$ cat config.mk
export PLATFORM = sky130hd
export DESIGN_NAME = measurement_trigger_sequencer
export DESIGN_NICKNAME = d
export VERILOG_FILES = /design/src/common/trig_seq_pkg.sv /design/src/edge_sync.sv /design/src/measurement_trigger_sequencer.sv
export SDC_FILE = /design/constraint.sdc
export NUM_CORES = 1
export LEC_CHECK = 0
export ABC_AREA = 1
export BUFFER_PORTS_ARGS = -buffer_cell sky130_fd_sc_hd__buf_4
export CELL_PAD_IN_SITES_DETAIL_PLACEMENT = 1
export CELL_PAD_IN_SITES_GLOBAL_PLACEMENT = 2
export CORE_ASPECT_RATIO = 1.4
export CORE_MARGIN = 10
export CORE_UTILIZATION = 30
export CTS_CLUSTER_DIAMETER = 80
export CTS_CLUSTER_SIZE = 30
export DETAILED_ROUTE_END_ITERATION = 6
export PLACE_DENSITY = 0.81
export SLEW_MARGIN = 40
export SYNTH_ARGS = -nofsm -noshare
export SYNTH_HDL_FRONTEND = slang
export SYNTH_SLANG_ARGS = --single-unit
export TNS_END_PERCENT = 50
$ cat constraint.sdc
create_clock -name aclk -period 2.7 [get_ports aclk]
set_clock_uncertainty 0.1 [all_clocks]
set_input_delay 0.405 -clock aclk [delete_from_list [all_inputs] [get_ports aclk]]
set_output_delay 0.405 -clock aclk [all_outputs]
set_load 0.02 [all_outputs]
$ cat src/common/trig_seq_pkg.sv
// Package: register map, source encodings, reset values and responses for the trigger sequencer
package trig_seq_pkg;
    // Register byte offsets
    localparam logic [7:0] OFF_CTRL   = 8'h00;
    localparam logic [7:0] OFF_COUNT  = 8'h04;
    localparam logic [7:0] OFF_CMD    = 8'h08;
    localparam logic [7:0] OFF_STATUS = 8'h0C;
    localparam logic [7:0] OFF_READS  = 8'h10;
    // Source encodings, 3 bits each
    localparam logic [2:0] SRC_AUTO  = 3'h0;
    localparam logic [2:0] SRC_EXT   = 3'h1;
    localparam logic [2:0] SRC_LINE  = 3'h2;
    localparam logic [2:0] SRC_LEVEL = 3'h3;
    localparam logic [2:0] SRC_SHOT  = 3'h4;
    localparam logic [2:0] SRC_DREQ  = 3'h5;
    localparam logic [2:0] SRC_HOLD  = 3'h6;
    // CTRL field positions
    localparam int ARM_LSB   = 0;
    localparam int TRIG_LSB  = 4;
    localparam int SAMP_LSB  = 8;
    localparam int MODE_BIT  = 12;
    localparam int MEMEN_BIT = 13;
    // CMD bits
    localparam int CMD_ARM_BIT  = 0;
    localparam int CMD_TRIG_BIT = 1;
    localparam int CMD_DREQ_BIT = 2;
    // Reset values
    localparam logic [31:0] CTRL_RST  = 32'h0000_0666;
    localparam logic [15:0] COUNT_RST = 16'h0001;
    // AXI responses
    localparam logic [1:0] RESP_OKAY   = 2'h0;
    localparam logic [1:0] RESP_SLVERR = 2'h2;
endpackage

$ cat src/edge_sync.sv
// Two-flop synchroniser with falling and rising edge pulse outputs
`timescale 1ns/1ns
`default_nettype none
module edge_sync (
    input  wire logic aclk,
    input  wire logic aresetn,
    input  wire logic din,
    output logic      fall,
    output logic      rise
);
    logic meta_q;
    logic sync_q;
    logic last_q;

    // Only sync_q reads meta_q
    always_ff @(posedge aclk) begin
        if (!aresetn) begin
            meta_q <= 1'b1;
            sync_q <= 1'b1;
            last_q <= 1'b1;
        end else begin
            meta_q <= din;
            sync_q <= meta_q;
            last_q <= sync_q;
        end
    end

    assign fall = last_q & ~sync_q;
    assign rise = ~last_q & sync_q;
endmodule
`default_nettype wire

$ cat src/measurement_trigger_sequencer.sv
// Trigger arm, trigger and sample sequencer with an AXI4-Lite register port
// Summary of operation
// - Ext-edge arm then line trigger: edge, zero crossing, then samples.
// - Ext arm, request trigger and sample: one request meets both stages.
// - Ext arm, request trigger, line/level sample: edge, request, samples.
// - Hold arm source: no readings until arm source changes.
// - Hold trigger source with live arm source: no readings at all.
// - One-shot arm, auto trigger: readings after arm command, then hold.
// - One-shot arm, ext trigger: command, edge, readings, then hold.
// - One-shot arm, level trigger: command, level event, readings, hold.
// - One-shot arm, line trigger: command, zero crossing, readings, hold.
// - Level event on set slope; level trigger or sample source only in DC or direct mode.
// - Data request counts only with output buffer empty and, with memory enabled, memory empty.
//
// Register access over AXI4-Lite and the placing of the registers were chosen for this implementation.
`timescale 1ns/1ns
`default_nettype none
module measurement_trigger_sequencer #(
    parameter int CNT_W = 16
) (
    input  wire logic        aclk,
    input  wire logic        aresetn,
    input  wire logic [7:0]  s_axi_awaddr,
    input  wire logic        s_axi_awvalid,
    output logic             s_axi_awready,
    input  wire logic [31:0] s_axi_wdata,
    input  wire logic [3:0]  s_axi_wstrb,
    input  wire logic        s_axi_wvalid,
    output logic             s_axi_wready,
    output logic [1:0]       s_axi_bresp,
    output logic             s_axi_bvalid,
    input  wire logic        s_axi_bready,
    input  wire logic [7:0]  s_axi_araddr,
    input  wire logic        s_axi_arvalid,
    output logic             s_axi_arready,
    output logic [31:0]      s_axi_rdata,
    output logic [1:0]       s_axi_rresp,
    output logic             s_axi_rvalid,
    input  wire logic        s_axi_rready,
    input  wire logic        ext_trig_pin,
    input  wire logic        line_zero_pin,
    input  wire logic        level_cross_pin,
    input  wire logic        out_buf_empty,
    input  wire logic        mem_empty,
    output logic             take_reading
);
    // Elaboration check: counter width the logic can serve
    if (CNT_W < 2 || CNT_W > 16) begin : g_bad_width
        $error("CNT_W must lie between 2 and 16");
    end

    // ==========================================================
    // Sequencer states
    typedef enum logic [3:0] {
        ST_IDLE = 4'b0001,
        ST_ARM  = 4'b0010,
        ST_TRIG = 4'b0100,
        ST_SAMP = 4'b1000
    } seq_e;

    seq_e             state_q;
    seq_e             state_d;
    logic [31:0]      ctrl_q;
    logic [CNT_W-1:0] count_q;
    logic [CNT_W-1:0] reads_q;
    logic             shot_q;
    logic             dreq_q;
    logic             done_q;
    logic             level_err_q;

    // ==========================================================
    // Pin synchronisers
    logic ext_fall;
    logic line_rise;
    logic lvl_rise;
    logic lvl_fall;
    logic ln_fall_unused;
    logic ext_rise_unused;

    edge_sync u_ext (
        .aclk    (aclk),
        .aresetn (aresetn),
        .din     (ext_trig_pin),
        .fall    (ext_fall),
        .rise    (ext_rise_unused)
    );
    edge_sync u_line (
        .aclk    (aclk),
        .aresetn (aresetn),
        .din     (line_zero_pin),
        .fall    (ln_fall_unused),
        .rise    (line_rise)
    );
    edge_sync u_lvl (
        .aclk    (aclk),
        .aresetn (aresetn),
        .din     (level_cross_pin),
        .fall    (lvl_fall),
        .rise    (lvl_rise)
    );

    // ==========================================================
    // Field decode
    wire [2:0] arm_src   = ctrl_q[trig_seq_pkg::ARM_LSB +: 3];
    wire [2:0] trig_src  = ctrl_q[trig_seq_pkg::TRIG_LSB +: 3];
    wire [2:0] samp_src  = ctrl_q[trig_seq_pkg::SAMP_LSB +: 3];
    wire       dc_mode   = ctrl_q[trig_seq_pkg::MODE_BIT];
    wire       mem_en    = ctrl_q[trig_seq_pkg::MEMEN_BIT];
    wire       lvl_slope = ctrl_q[14];

    // Level slope chosen in software; comparator lives outside
    wire level_evt = dc_mode & (lvl_slope ? lvl_fall : lvl_rise);
    // Request ignored while readings wait to leave
    wire dreq_ok = dreq_q & out_buf_empty
                 & (~mem_en | mem_empty);

    // Event of the selected source; hold never fires
    function automatic logic src_hit(input logic [2:0] src,
                                     input logic ext, input logic line,
                                     input logic lvl, input logic shot,
                                     input logic dreq);
        unique case (src)
            trig_seq_pkg::SRC_AUTO:  src_hit = 1'b1;
            trig_seq_pkg::SRC_EXT:   src_hit = ext;
            trig_seq_pkg::SRC_LINE:  src_hit = line;
            trig_seq_pkg::SRC_LEVEL: src_hit = lvl;
            trig_seq_pkg::SRC_SHOT:  src_hit = shot;
            trig_seq_pkg::SRC_DREQ:  src_hit = dreq;
            default:                 src_hit = 1'b0;
        endcase
    endfunction

    wire arm_hit  = src_hit(arm_src, ext_fall, line_rise, level_evt,
                            shot_q, dreq_ok);
    wire trig_hit = src_hit(trig_src, ext_fall, line_rise, level_evt,
                            shot_q, dreq_ok);
    wire samp_hit = src_hit(samp_src, ext_fall, line_rise, level_evt,
                            shot_q, dreq_ok);
    // One request may satisfy trigger and sample together
    wire share    = (trig_src == trig_seq_pkg::SRC_DREQ)
                  & (samp_src == trig_seq_pkg::SRC_DREQ);
    wire last_rd  = (reads_q + 1'b1) == count_q;
    wire shot_arm = arm_src == trig_seq_pkg::SRC_SHOT;

    // ==========================================================
    // Sequencer
    always_comb begin
        state_d = state_q;
        unique case (state_q)
            ST_IDLE: state_d = ST_ARM;
            ST_ARM:  if (arm_hit) begin
                state_d = ST_TRIG;
            end
            ST_TRIG: if (trig_hit) begin
                state_d = ST_SAMP;
            end
            ST_SAMP: if (samp_hit && last_rd) begin
                state_d = ST_ARM;
            end
            default: state_d = ST_IDLE;
        endcase
    end

    wire samp_now = (state_q == ST_SAMP) & samp_hit;
    wire trig_now = (state_q == ST_TRIG) & trig_hit & share;
    wire rd_now   = samp_now | trig_now;
    wire finish   = rd_now & last_rd;

    always_ff @(posedge aclk) begin
        if (!aresetn) begin
            state_q <= ST_IDLE;
            reads_q <= '0;
            take_reading <= 1'b0;
            done_q <= 1'b0;
        end else begin
            // New settings restart the sequence from the arm stage
            if ((wr_ctrl && !lvl_bad) || (trig_now && last_rd)) begin
                state_q <= ST_ARM;
            end else begin
                state_q <= state_d;
            end
            take_reading <= rd_now;
            // Kept after the sequence so software can read the total
            if (state_q == ST_ARM && arm_hit) begin
                reads_q <= '0;
            end else if (rd_now) begin
                reads_q <= reads_q + 1'b1;
            end
            if (finish) begin
                done_q <= 1'b1;
            end else if (arm_hit && state_q == ST_ARM) begin
                done_q <= 1'b0;
            end
        end
    end

    // ==========================================================
    // AXI4-Lite slave
    logic       aw_hold_q;
    logic       w_hold_q;
    logic [7:0] awaddr_q;
    logic [31:0] wdata_q;
    logic [3:0] wstrb_q;

    wire aw_take = s_axi_awvalid & s_axi_awready;
    wire w_take  = s_axi_wvalid & s_axi_wready;
    wire have_aw = aw_hold_q | aw_take;
    wire have_w  = w_hold_q | w_take;
    wire [7:0]  wa = aw_take ? s_axi_awaddr : awaddr_q;
    wire [31:0] wd = w_take ? s_axi_wdata : wdata_q;
    wire [3:0]  ws = w_take ? s_axi_wstrb : wstrb_q;
    wire do_wr   = have_aw & have_w & ~s_axi_bvalid;
    wire wr_ctrl = do_wr & (wa == trig_seq_pkg::OFF_CTRL);
    wire wr_cnt  = do_wr & (wa == trig_seq_pkg::OFF_COUNT);
    wire wr_cmd  = do_wr & (wa == trig_seq_pkg::OFF_CMD);
    wire wr_ok   = wr_ctrl | wr_cnt | wr_cmd;

    function automatic logic [31:0] merge(input logic [31:0] old,
                                          input logic [31:0] nw,
                                          input logic [3:0] be);
        for (int i = 0; i < 4; i++) begin
            merge[i*8 +: 8] = be[i] ? nw[i*8 +: 8] : old[i*8 +: 8];
        end
    endfunction

    wire [31:0] ctrl_new = merge(ctrl_q, wd, ws);
    // Level trigger or sample source refused outside DC or direct modes
    wire lvl_bad = ~ctrl_new[trig_seq_pkg::MODE_BIT]
        & ((ctrl_new[trig_seq_pkg::TRIG_LSB +: 3] == trig_seq_pkg::SRC_LEVEL)
        |  (ctrl_new[trig_seq_pkg::SAMP_LSB +: 3]
            == trig_seq_pkg::SRC_LEVEL));
    wire [31:0] cnt_new = merge({{(32-CNT_W){1'b0}}, count_q}, wd, ws);
    wire cmd_arm  = wr_cmd & ws[0] & wd[trig_seq_pkg::CMD_ARM_BIT];
    wire cmd_dreq = wr_cmd & ws[0] & wd[trig_seq_pkg::CMD_DREQ_BIT];

    wire [31:0] status_w = {24'h00_0000, level_err_q, done_q,
                            dreq_q, shot_q, state_q};
    wire [31:0] rd_mux =
        (s_axi_araddr == trig_seq_pkg::OFF_CTRL)   ? ctrl_q :
        (s_axi_araddr == trig_seq_pkg::OFF_COUNT)  ?
            {{(32-CNT_W){1'b0}}, count_q} :
        (s_axi_araddr == trig_seq_pkg::OFF_STATUS) ? status_w :
        (s_axi_araddr == trig_seq_pkg::OFF_READS)  ?
            {{(32-CNT_W){1'b0}}, reads_q} : 32'h0000_0000;
    wire rd_ok = (s_axi_araddr == trig_seq_pkg::OFF_CTRL)
               | (s_axi_araddr == trig_seq_pkg::OFF_COUNT)
               | (s_axi_araddr == trig_seq_pkg::OFF_STATUS)
               | (s_axi_araddr == trig_seq_pkg::OFF_READS)
               | (s_axi_araddr == trig_seq_pkg::OFF_CMD);

    always_ff @(posedge aclk) begin
        if (!aresetn) begin
            s_axi_awready <= 1'b0;
            s_axi_wready  <= 1'b0;
            s_axi_bvalid  <= 1'b0;
            s_axi_bresp   <= trig_seq_pkg::RESP_OKAY;
            aw_hold_q <= 1'b0;
            w_hold_q  <= 1'b0;
            awaddr_q  <= 8'h00;
            wdata_q   <= 32'h0000_0000;
            wstrb_q   <= 4'h0;
        end else begin
            s_axi_awready <= ~have_aw & ~s_axi_awready;
            s_axi_wready  <= ~have_w & ~s_axi_wready;
            if (aw_take) begin
                awaddr_q <= s_axi_awaddr;
            end
            if (w_take) begin
                wdata_q <= s_axi_wdata;
                wstrb_q <= s_axi_wstrb;
            end
            aw_hold_q <= have_aw & ~do_wr;
            w_hold_q  <= have_w & ~do_wr;
            if (do_wr) begin
                s_axi_bvalid <= 1'b1;
                s_axi_bresp  <= (wr_ok && !(wr_ctrl && lvl_bad))
                              ? trig_seq_pkg::RESP_OKAY
                              : trig_seq_pkg::RESP_SLVERR;
            end else if (s_axi_bready) begin
                s_axi_bvalid <= 1'b0;
            end
        end
    end

    always_ff @(posedge aclk) begin
        if (!aresetn) begin
            s_axi_arready <= 1'b0;
            s_axi_rvalid  <= 1'b0;
            s_axi_rdata   <= 32'h0000_0000;
            s_axi_rresp   <= trig_seq_pkg::RESP_OKAY;
        end else begin
            s_axi_arready <= ~s_axi_arready & ~s_axi_rvalid
                           & s_axi_arvalid;
            if (s_axi_arvalid && s_axi_arready) begin
                s_axi_rvalid <= 1'b1;
                s_axi_rdata  <= rd_mux;
                s_axi_rresp  <= rd_ok ? trig_seq_pkg::RESP_OKAY
                                      : trig_seq_pkg::RESP_SLVERR;
            end else if (s_axi_rready) begin
                s_axi_rvalid <= 1'b0;
            end
        end
    end

    // ==========================================================
    // Control and command registers
    always_ff @(posedge aclk) begin
        if (!aresetn) begin
            ctrl_q      <= trig_seq_pkg::CTRL_RST;
            count_q     <= CNT_W'(trig_seq_pkg::COUNT_RST);
            shot_q      <= 1'b0;
            dreq_q      <= 1'b0;
            level_err_q <= 1'b0;
        end else begin
            if (finish && shot_arm) begin
                ctrl_q[trig_seq_pkg::ARM_LSB +: 3] <=
                    trig_seq_pkg::SRC_HOLD;
            end else if (wr_ctrl && !lvl_bad) begin
                ctrl_q <= {17'h0_0000, ctrl_new[14:0]};
            end
            if (wr_ctrl) begin
                level_err_q <= lvl_bad;
            end
            if (wr_cnt && cnt_new[CNT_W-1:0] != '0) begin
                count_q <= cnt_new[CNT_W-1:0];
            end
            // Command pulses stay pending until consumed; set beats clear
            if (cmd_arm) begin
                shot_q <= 1'b1;
            end else if (arm_hit && state_q == ST_ARM) begin
                shot_q <= 1'b0;
            end
            if (cmd_dreq) begin
                dreq_q <= 1'b1;
            end else if (dreq_ok) begin
                dreq_q <= 1'b0;
            end
        end
    end

    // ==========================================================
    // Checks
    a_hold_arm_idle: assert property (@(posedge aclk) disable iff (!aresetn)
        (arm_src == trig_seq_pkg::SRC_HOLD && state_q == ST_ARM)
        |=> state_q != ST_TRIG)
        else $error("arm stage left while arm source is hold");
    a_hold_trig_idle: assert property (@(posedge aclk) disable iff (!aresetn)
        (trig_src == trig_seq_pkg::SRC_HOLD && state_q == ST_TRIG)
        |=> !take_reading)
        else $error("reading taken while trigger source is hold");
    a_shot_reverts: assert property (@(posedge aclk) disable iff (!aresetn)
        (finish && shot_arm) |=>
        arm_src == trig_seq_pkg::SRC_HOLD)
        else $error("one-shot arm did not revert to hold");
    a_count_limit: assert property (@(posedge aclk) disable iff (!aresetn)
        (state_q == ST_SAMP) |-> reads_q < count_q)
        else $error("reading counter passed configured count");
    a_read_pulse: assert property (@(posedge aclk) disable iff (!aresetn)
        rd_now |=> take_reading ##1 (reads_q != 0 || state_q == ST_ARM))
        else $error("reading pulse not followed by count");
    a_dreq_gate: assert property (@(posedge aclk) disable iff (!aresetn)
        (dreq_q && !out_buf_empty) |=> dreq_q)
        else $error("data request consumed with output buffer busy");
    a_level_mode: assert property (@(posedge aclk) disable iff (!aresetn)
        (trig_src == trig_seq_pkg::SRC_LEVEL) |-> dc_mode)
        else $error("level source set outside DC mode");
    a_share_one: assert property (@(posedge aclk) disable iff (!aresetn)
        trig_now |=> take_reading && $past(dreq_ok))
        else $error("shared request did not yield a reading");
endmodule
`default_nettype wire

Yosys cells after proc, flatten, opt, wreduce, memory -nomap -nowiden
Index checks and enable logic that the tools add are counted.
W data, S select, Z words.
{"block": "totals", "regBits": 134, "word_cells": 189}
{"block": "op_classes", "bitwise_logic": 56, "eq_ne": 34, "n_addsub": 1, "reduce_logical": 32, "muxes": 31}
{"op": "$mux W16", "n": 5}
{"op": "$and A1 B1 Y1", "n": 29}
{"op": "$eq A3 B2 Y1 const B", "n": 8}
{"op": "$eq A8 B4 Y1 const B", "n": 3}
{"op": "$mux W8", "n": 3}
{"op": "$eq A3 B3 Y1 const B", "n": 6}
{"op": "$pmux W1 S6", "n": 3}
{"op": "$add A16 B1 Y16 const B", "n": 1}
{"op": "$eq A16 B16 Y1", "n": 1}
{"op": "$eq A8 B3 Y1 const B", "n": 2}
{"op": "$logic_not A8 Y1", "n": 2}
{"op": "$not A1 Y1", "n": 16}
{"op": "$pmux W4 S4", "n": 1}
{"op": "$reduce_bool A16 Y1", "n": 1}
{"op": "$mux W4", "n": 3}
{"op": "$reduce_and A3 Y1", "n": 4}
{"op": "$or A1 B1 Y1", "n": 11}
{"op": "$mux W1", "n": 10}
{"op": "$reduce_bool A2 Y1", "n": 5}
{"op": "$eq A3 B1 Y1 const B", "n": 3}
{"op": "$logic_and A1 B1 Y1", "n": 9}
{"op": "$logic_not A3 Y1", "n": 3}
{"op": "$eq A8 B5 Y1 const B", "n": 1}
{"op": "$mux W2", "n": 4}
{"op": "13 further kinds", "n": 20}

Depth between registers and ports, before layout
{"block": "depth", "depth_word": 12, "ltp_mapped": 17, "depth_no_buf": 17}

Modules after synthesis
From an unflattened synthesis, not the netlist that was laid out.
{"block": "hier_totals", "cells_unflattened": 888, "area_unflattened_um2": 6008.3}
{"mod": "measurement_trigger_sequencer", "instances": 1, "cells_each": 852, "area_per_inst_um2": 5726.7}
{"mod": "edge_sync", "instances": 3, "cells_each": 12, "area_per_inst_um2": 93.8}

Worst setup path after synthesis
No wires, ideal clock.
{"block": "synth_path", "kind": "register to register", "start": "register reads_q[0]", "end": "register ctrl_q[4]", "setup_slack_ns": 0.496, "path_buffers": 1, "stages_incl_launch_ff": 16, "required_ns": 2.487, "synth_period_minus_slack_ns": 2.204, "t_arrival_ns": 1.991, "path_cell_list": "dfxtp_1 > ha_1 > nand3_1 > nor2_2 > nand2_1 > nand2_1 > nand2_1 > nand2_1 > nand3_2 > nor3_4 > nand4_4 > nand2_2 > buf_6 > nand2_1 > nand2_1 > nor2_1"}
{"block": "synth_between", "elab_chain_len": 6}
{"element": "start: declaration", "line_no": "measurement_trigger_sequencer.sv:65", "text": "logic [CNT_W-1:0] reads_q;"}
{"element": "start signal: assignment", "line_no": "measurement_trigger_sequencer.sv:187", "text": "reads_q <= reads_q + 1'b1;"}
{"element": "$add A16 B1 Y16", "line_no": "measurement_trigger_sequencer.sv:142", "text": "wire last_rd = (reads_q + 1'b1) == count_q;"}
{"element": "$eq A16 B16 Y1", "line_no": "measurement_trigger_sequencer.sv:142"}
{"element": "$and A1 B1 Y1", "line_no": "measurement_trigger_sequencer.sv:167", "text": "wire finish = rd_now & last_rd;"}
{"element": "$logic_and A1 B1 Y1", "line_no": "measurement_trigger_sequencer.sv:315", "text": "if (finish && shot_arm) begin"}
{"element": "$not A1 Y1 (no line)"}
{"element": "$reduce_and A2 Y1 (no line)"}
{"element": "end signal: assignment", "line_no": "measurement_trigger_sequencer.sv:309", "text": "ctrl_q <= trig_seq_pkg::CTRL_RST;"}
{"element": "end signal: indexed assignment", "line_no": "measurement_trigger_sequencer.sv:316", "text": "ctrl_q[trig_seq_pkg::ARM_LSB +: 3] <="}
{"element": "end signal: assignment", "line_no": "measurement_trigger_sequencer.sv:319", "text": "ctrl_q <= {17'h0_0000, ctrl_new[14:0]};"}
{"element": "end: declaration", "line_no": "measurement_trigger_sequencer.sv:63", "text": "logic [31:0] ctrl_q;"}
Every way passes these cells.
A chain may end at the register's enable or synchronous reset.

Final worst setup path
{"block": "layout_path", "start": "register reads_q[4]", "end": "register ctrl_q[8]"}
The elaborated chain is that of the path after synthesis.

==> out/qor.yml <==
setup_path:
  cp.required_ns: 2.92
  crit_path_start: "reads_q[4]$_SDFFE_PP0P_"
  worstReg2RegStart: "reads_q[4]$_SDFFE_PP0P_"
  worst-setup-path-type: "flop to flop"
  crit_path_max_fanout: 10
  worstPathCellList: "nand2_1 > nor2_4 > nand2_2 > o21ai_2 > nand2_1 > nand2_1 > nand2_1 > nor3_4 > nand4_4 > nand2_2 > buf_12 > nand2_1 > nand2_1 > nor2_1"
  reg2reg_depth: 14
  reg2reg_to: "ctrl_q[8]$_SDFFE_PN0P_"
  cp_slowest_stage_delay_ns: 0.42
  worstSetupStartpointType: "flop"
  cp-endpoint: "ctrl_q[8]$_SDFFE_PN0P_"
  critPathSlowestCell: "dfxtp_1"
  cpMostUsedCell: "nand2_1"
  cp_data_arrival_time_ns: 2.68
  crit_path_end_kind: "flop"
  r2r_slack_ns: 0.24
floorplan:
  die_w_microns: 141
  ios: 106
  die-height_microns: 189
  fp.coreArea_sq_um: 20000
  start_util: 0.306
  rows: 61
  dieArea_sq_um: 26600
sta:
  rsz0062_at_grt: "false"
  fmax_ghz: 0.406
  slew_violations: 0
  period_needed_ns: 2.46
  hold_viol: 0
  timing.final.crit_share: 0.912
  timing.slew.headroom: 0.610
  worst_slack_ns: 0.238
  setup_viol: 0
  worst_pin_slew_ns: 0.579
  tns_ns: 0
global_routing:
  grt_antenna_before_repair: 0
  grt_max_degree: 42
  grtUsageTotal: 0.173
  grt_first_pass_wirelength_mm: 36.4
  grt_pass1_vias: 6769
  overflow: 0
cts:
  cts.sink_count: 116
  ctsHtreeMaxLevel: 4
  cts_buffers: 17
  cts_buffer_depth: 2
  cts.reportedPaths.clkPinSlew_ns: 0.06
  cts_root_buffer: "clkbuf_16"
  cts_hold_buf: 0
  cts_tree: "yes"
  clk_latency_ns: 0.43
drt:
  wirelength_mm: 23.0
  ant_nets: 0
  drc: 0
  viasPerCell: 5.07
  vias: 6435
  dr.pass1.iters: 5
  drt-initial-drc-count: 334
  routedWlPerCell_microns: 18.1
cells_and_area:
  nFillCells: 2585
  regArea_sq_um: 2320
  nets: 1070
  n_antenna_cell: 0
  drive_gt1_frac: 0.181
  final_core_util: 0.383
  multi_input_area_sq_um: 3270
  area_delta_synth_final_pct: 25.1
power_and_ir_drop:
  p_switching_uw: 1190
  power.total_uw: 4580
  swShare: 0.260
  pwr-share-clk: 0.511
  p_leak_uw: 0.00340
  powerDensity_nw_per_um2: 597
  internal_power_uw: 3390
  irDropWorstVdd_v: 0.000388
  combPwrFrac: 0.097
  p_seq_frac: 0.392
logic_synthesis:
  yosysWarnings: 0
  ys.flop_type: "dfxtp_1"
  syn_area_per_cell_sq_um: 6.74
  ys_types: 47
  ys_async_sr_fraction: 0
  ys_seq_area_frac: 0.379
  synth-edff-count: 0
  synthesis.area_sq_um: 6130
  ys_ff_latch: 116
  synth_cells: 909
place:
  place.gp.congestion: 0.904
  place_ws_ns: 0.136
  dpl.hpwl_mm: 18.6
  port_buffers: 69
run:
  maxCapViolations: 0
outcome:
  outcome: "finished clean"
hold_path:
  hp-class: "input port to flop"
==> cells by family (layout without fill, tap and decap cells) <==
logic type	Yosys count	after routing	share of synthesized area
AOI/OAI and AO/OA	172	172	0.159
xor gates and xnor gates	1	1	0.00368
adders and majority gates	1	1	0.00204
buffers and inverters	140	232	0.101
DFF	116	116	0.379
muxes	4	4	0.00653
other	1	18	0.000612
and+or+nand+nor	474	474	0.348
==> worst max-delay path: cells and delay by family, from the launching register on <==
kind | cells | cell delay [ns]
AO/OA/AOI/OAI | 1 | 0.19
buffers and inverters | 1 | 0.13
flip-flops | 1 | 0.42
AND/OR/NAND/NOR | 12 | 1.52
==> what timing repair did <==
| action | in CTS | in global routing |
|---|---|---|
| gates resized for setup | 0 | 8 |
| endpoints found under the setup margin | 0 | 30 |
| buffers inserted | 0 | 2 |
==> worst min path at each step <==
stage,startpoint,cells after the start,to,slack (ns)
global route,line_zero_pin,2,u_line.meta_q$_SDFF_PN1_,0.05
floorplan,u_line.sync_q$_SDFF_PN1_,2,u_line.last_q$_SDFF_PN1_,0.29
finish,line_zero_pin,2,u_line.meta_q$_SDFF_PN1_,0.06
detailed placement,u_ext.meta_q$_SDFF_PN1_,1,u_ext.sync_q$_SDFF_PN1_,0.31
global placement,u_ext.meta_q$_SDFF_PN1_,1,u_ext.sync_q$_SDFF_PN1_,0.29
CTS,ext_trig_pin,2,u_ext.meta_q$_SDFF_PN1_,0.05
==> synthesized netlist by cell type, drive strengths merged, types with 9 or more instances <==
| cell | n | share of area |
|---|---|---|
| a21oi | 63 | 0.053 |
| a31oi | 9 | 0.0092 |
| buf | 29 | 0.032 |
| clkbuf | 14 | 0.0086 |
| dfxtp | 116 | 0.38 |
| inv | 93 | 0.057 |
| nand2 | 260 | 0.16 |
| nand3 | 60 | 0.051 |
| nand4 | 28 | 0.031 |
| nor2 | 80 | 0.056 |
| nor3 | 20 | 0.019 |
| o21ai | 70 | 0.058 |
| or2 | 20 | 0.020 |
==> power by group through the flow <==
| stage | Clock, uW | Combinational (uW) | Sequential [uW] |
|---|---|---|---|
| floorplan | 0 | 270 | 1840 |
| global placement | 0 | 436 | 1830 |
| detailed placement | 0 | 442 | 1830 |
| CTS | 2370 | 444 | 1800 |
| global route | 2450 | 499 | 1800 |
| finish | 2340 | 445 | 1800 |
==> flip-flops by register name (all words and copies together), names as in the netlist, 2 cells and up <==
signal	count
wstrb_q	2
ctrl_q	15
s_axi_rdata	16
count_q	16
state_q	4
reads_q	16
wdata_q	16
awaddr_q	8
==> metrics by stage <==
stage	cells	cell area [sq um]	hold WS [ns]
detailed placement	1236	7030	0.305
CTS	1268	7630	0.0522
finish	1270	7660	0.0625
global route	1270	7660	0.0498
global placement	1236	7030	0.294
floorplan	926	6190	0.291
==> final cells by class <==
type	count	share of cell area
Clock buffer	17	0.0555
Multi-Input combinational cell	670	0.426
Sequential cell	116	0.303
Timing Repair Buffer	103	0.103
Clock inverter	15	0.0235
Tap cell	252	0.0411
Inverter	97	0.0478
==> layer usage <==
layer | vias to the layer above | global-route usage | part of all wire
li1 | 3179 | - | -
met1 | 3085 | 0.184 | 0.40
met2 | 122 | 0.314 | 0.52
met3 | 49 | 0.0358 | 0.032
met4 | 0 | 0.0840 | 0.044
met5 | - | 0 | 0
==> cell usage in the layout (no fill, tap or decap), drive strengths merged, types with 3 or more instances in the layout <==
cell type,n
o2111ai,6
bufinv,3
a211oi,4
nand4,28
o21a,3
clkbuf,17
o211ai,4
o21ai,70
nand3,60
nor3,20
or2,20
inv,96
nand2,260
a21oi,63
clkinv,10
clkinvlp,3
nor2,80
nor4,3
dfxtp,116
conb,18
a31oi,9
o221ai,6
nand3b,3
buf,103
mux2i,4
o22ai,5
(Power assumes the default switching activity.)
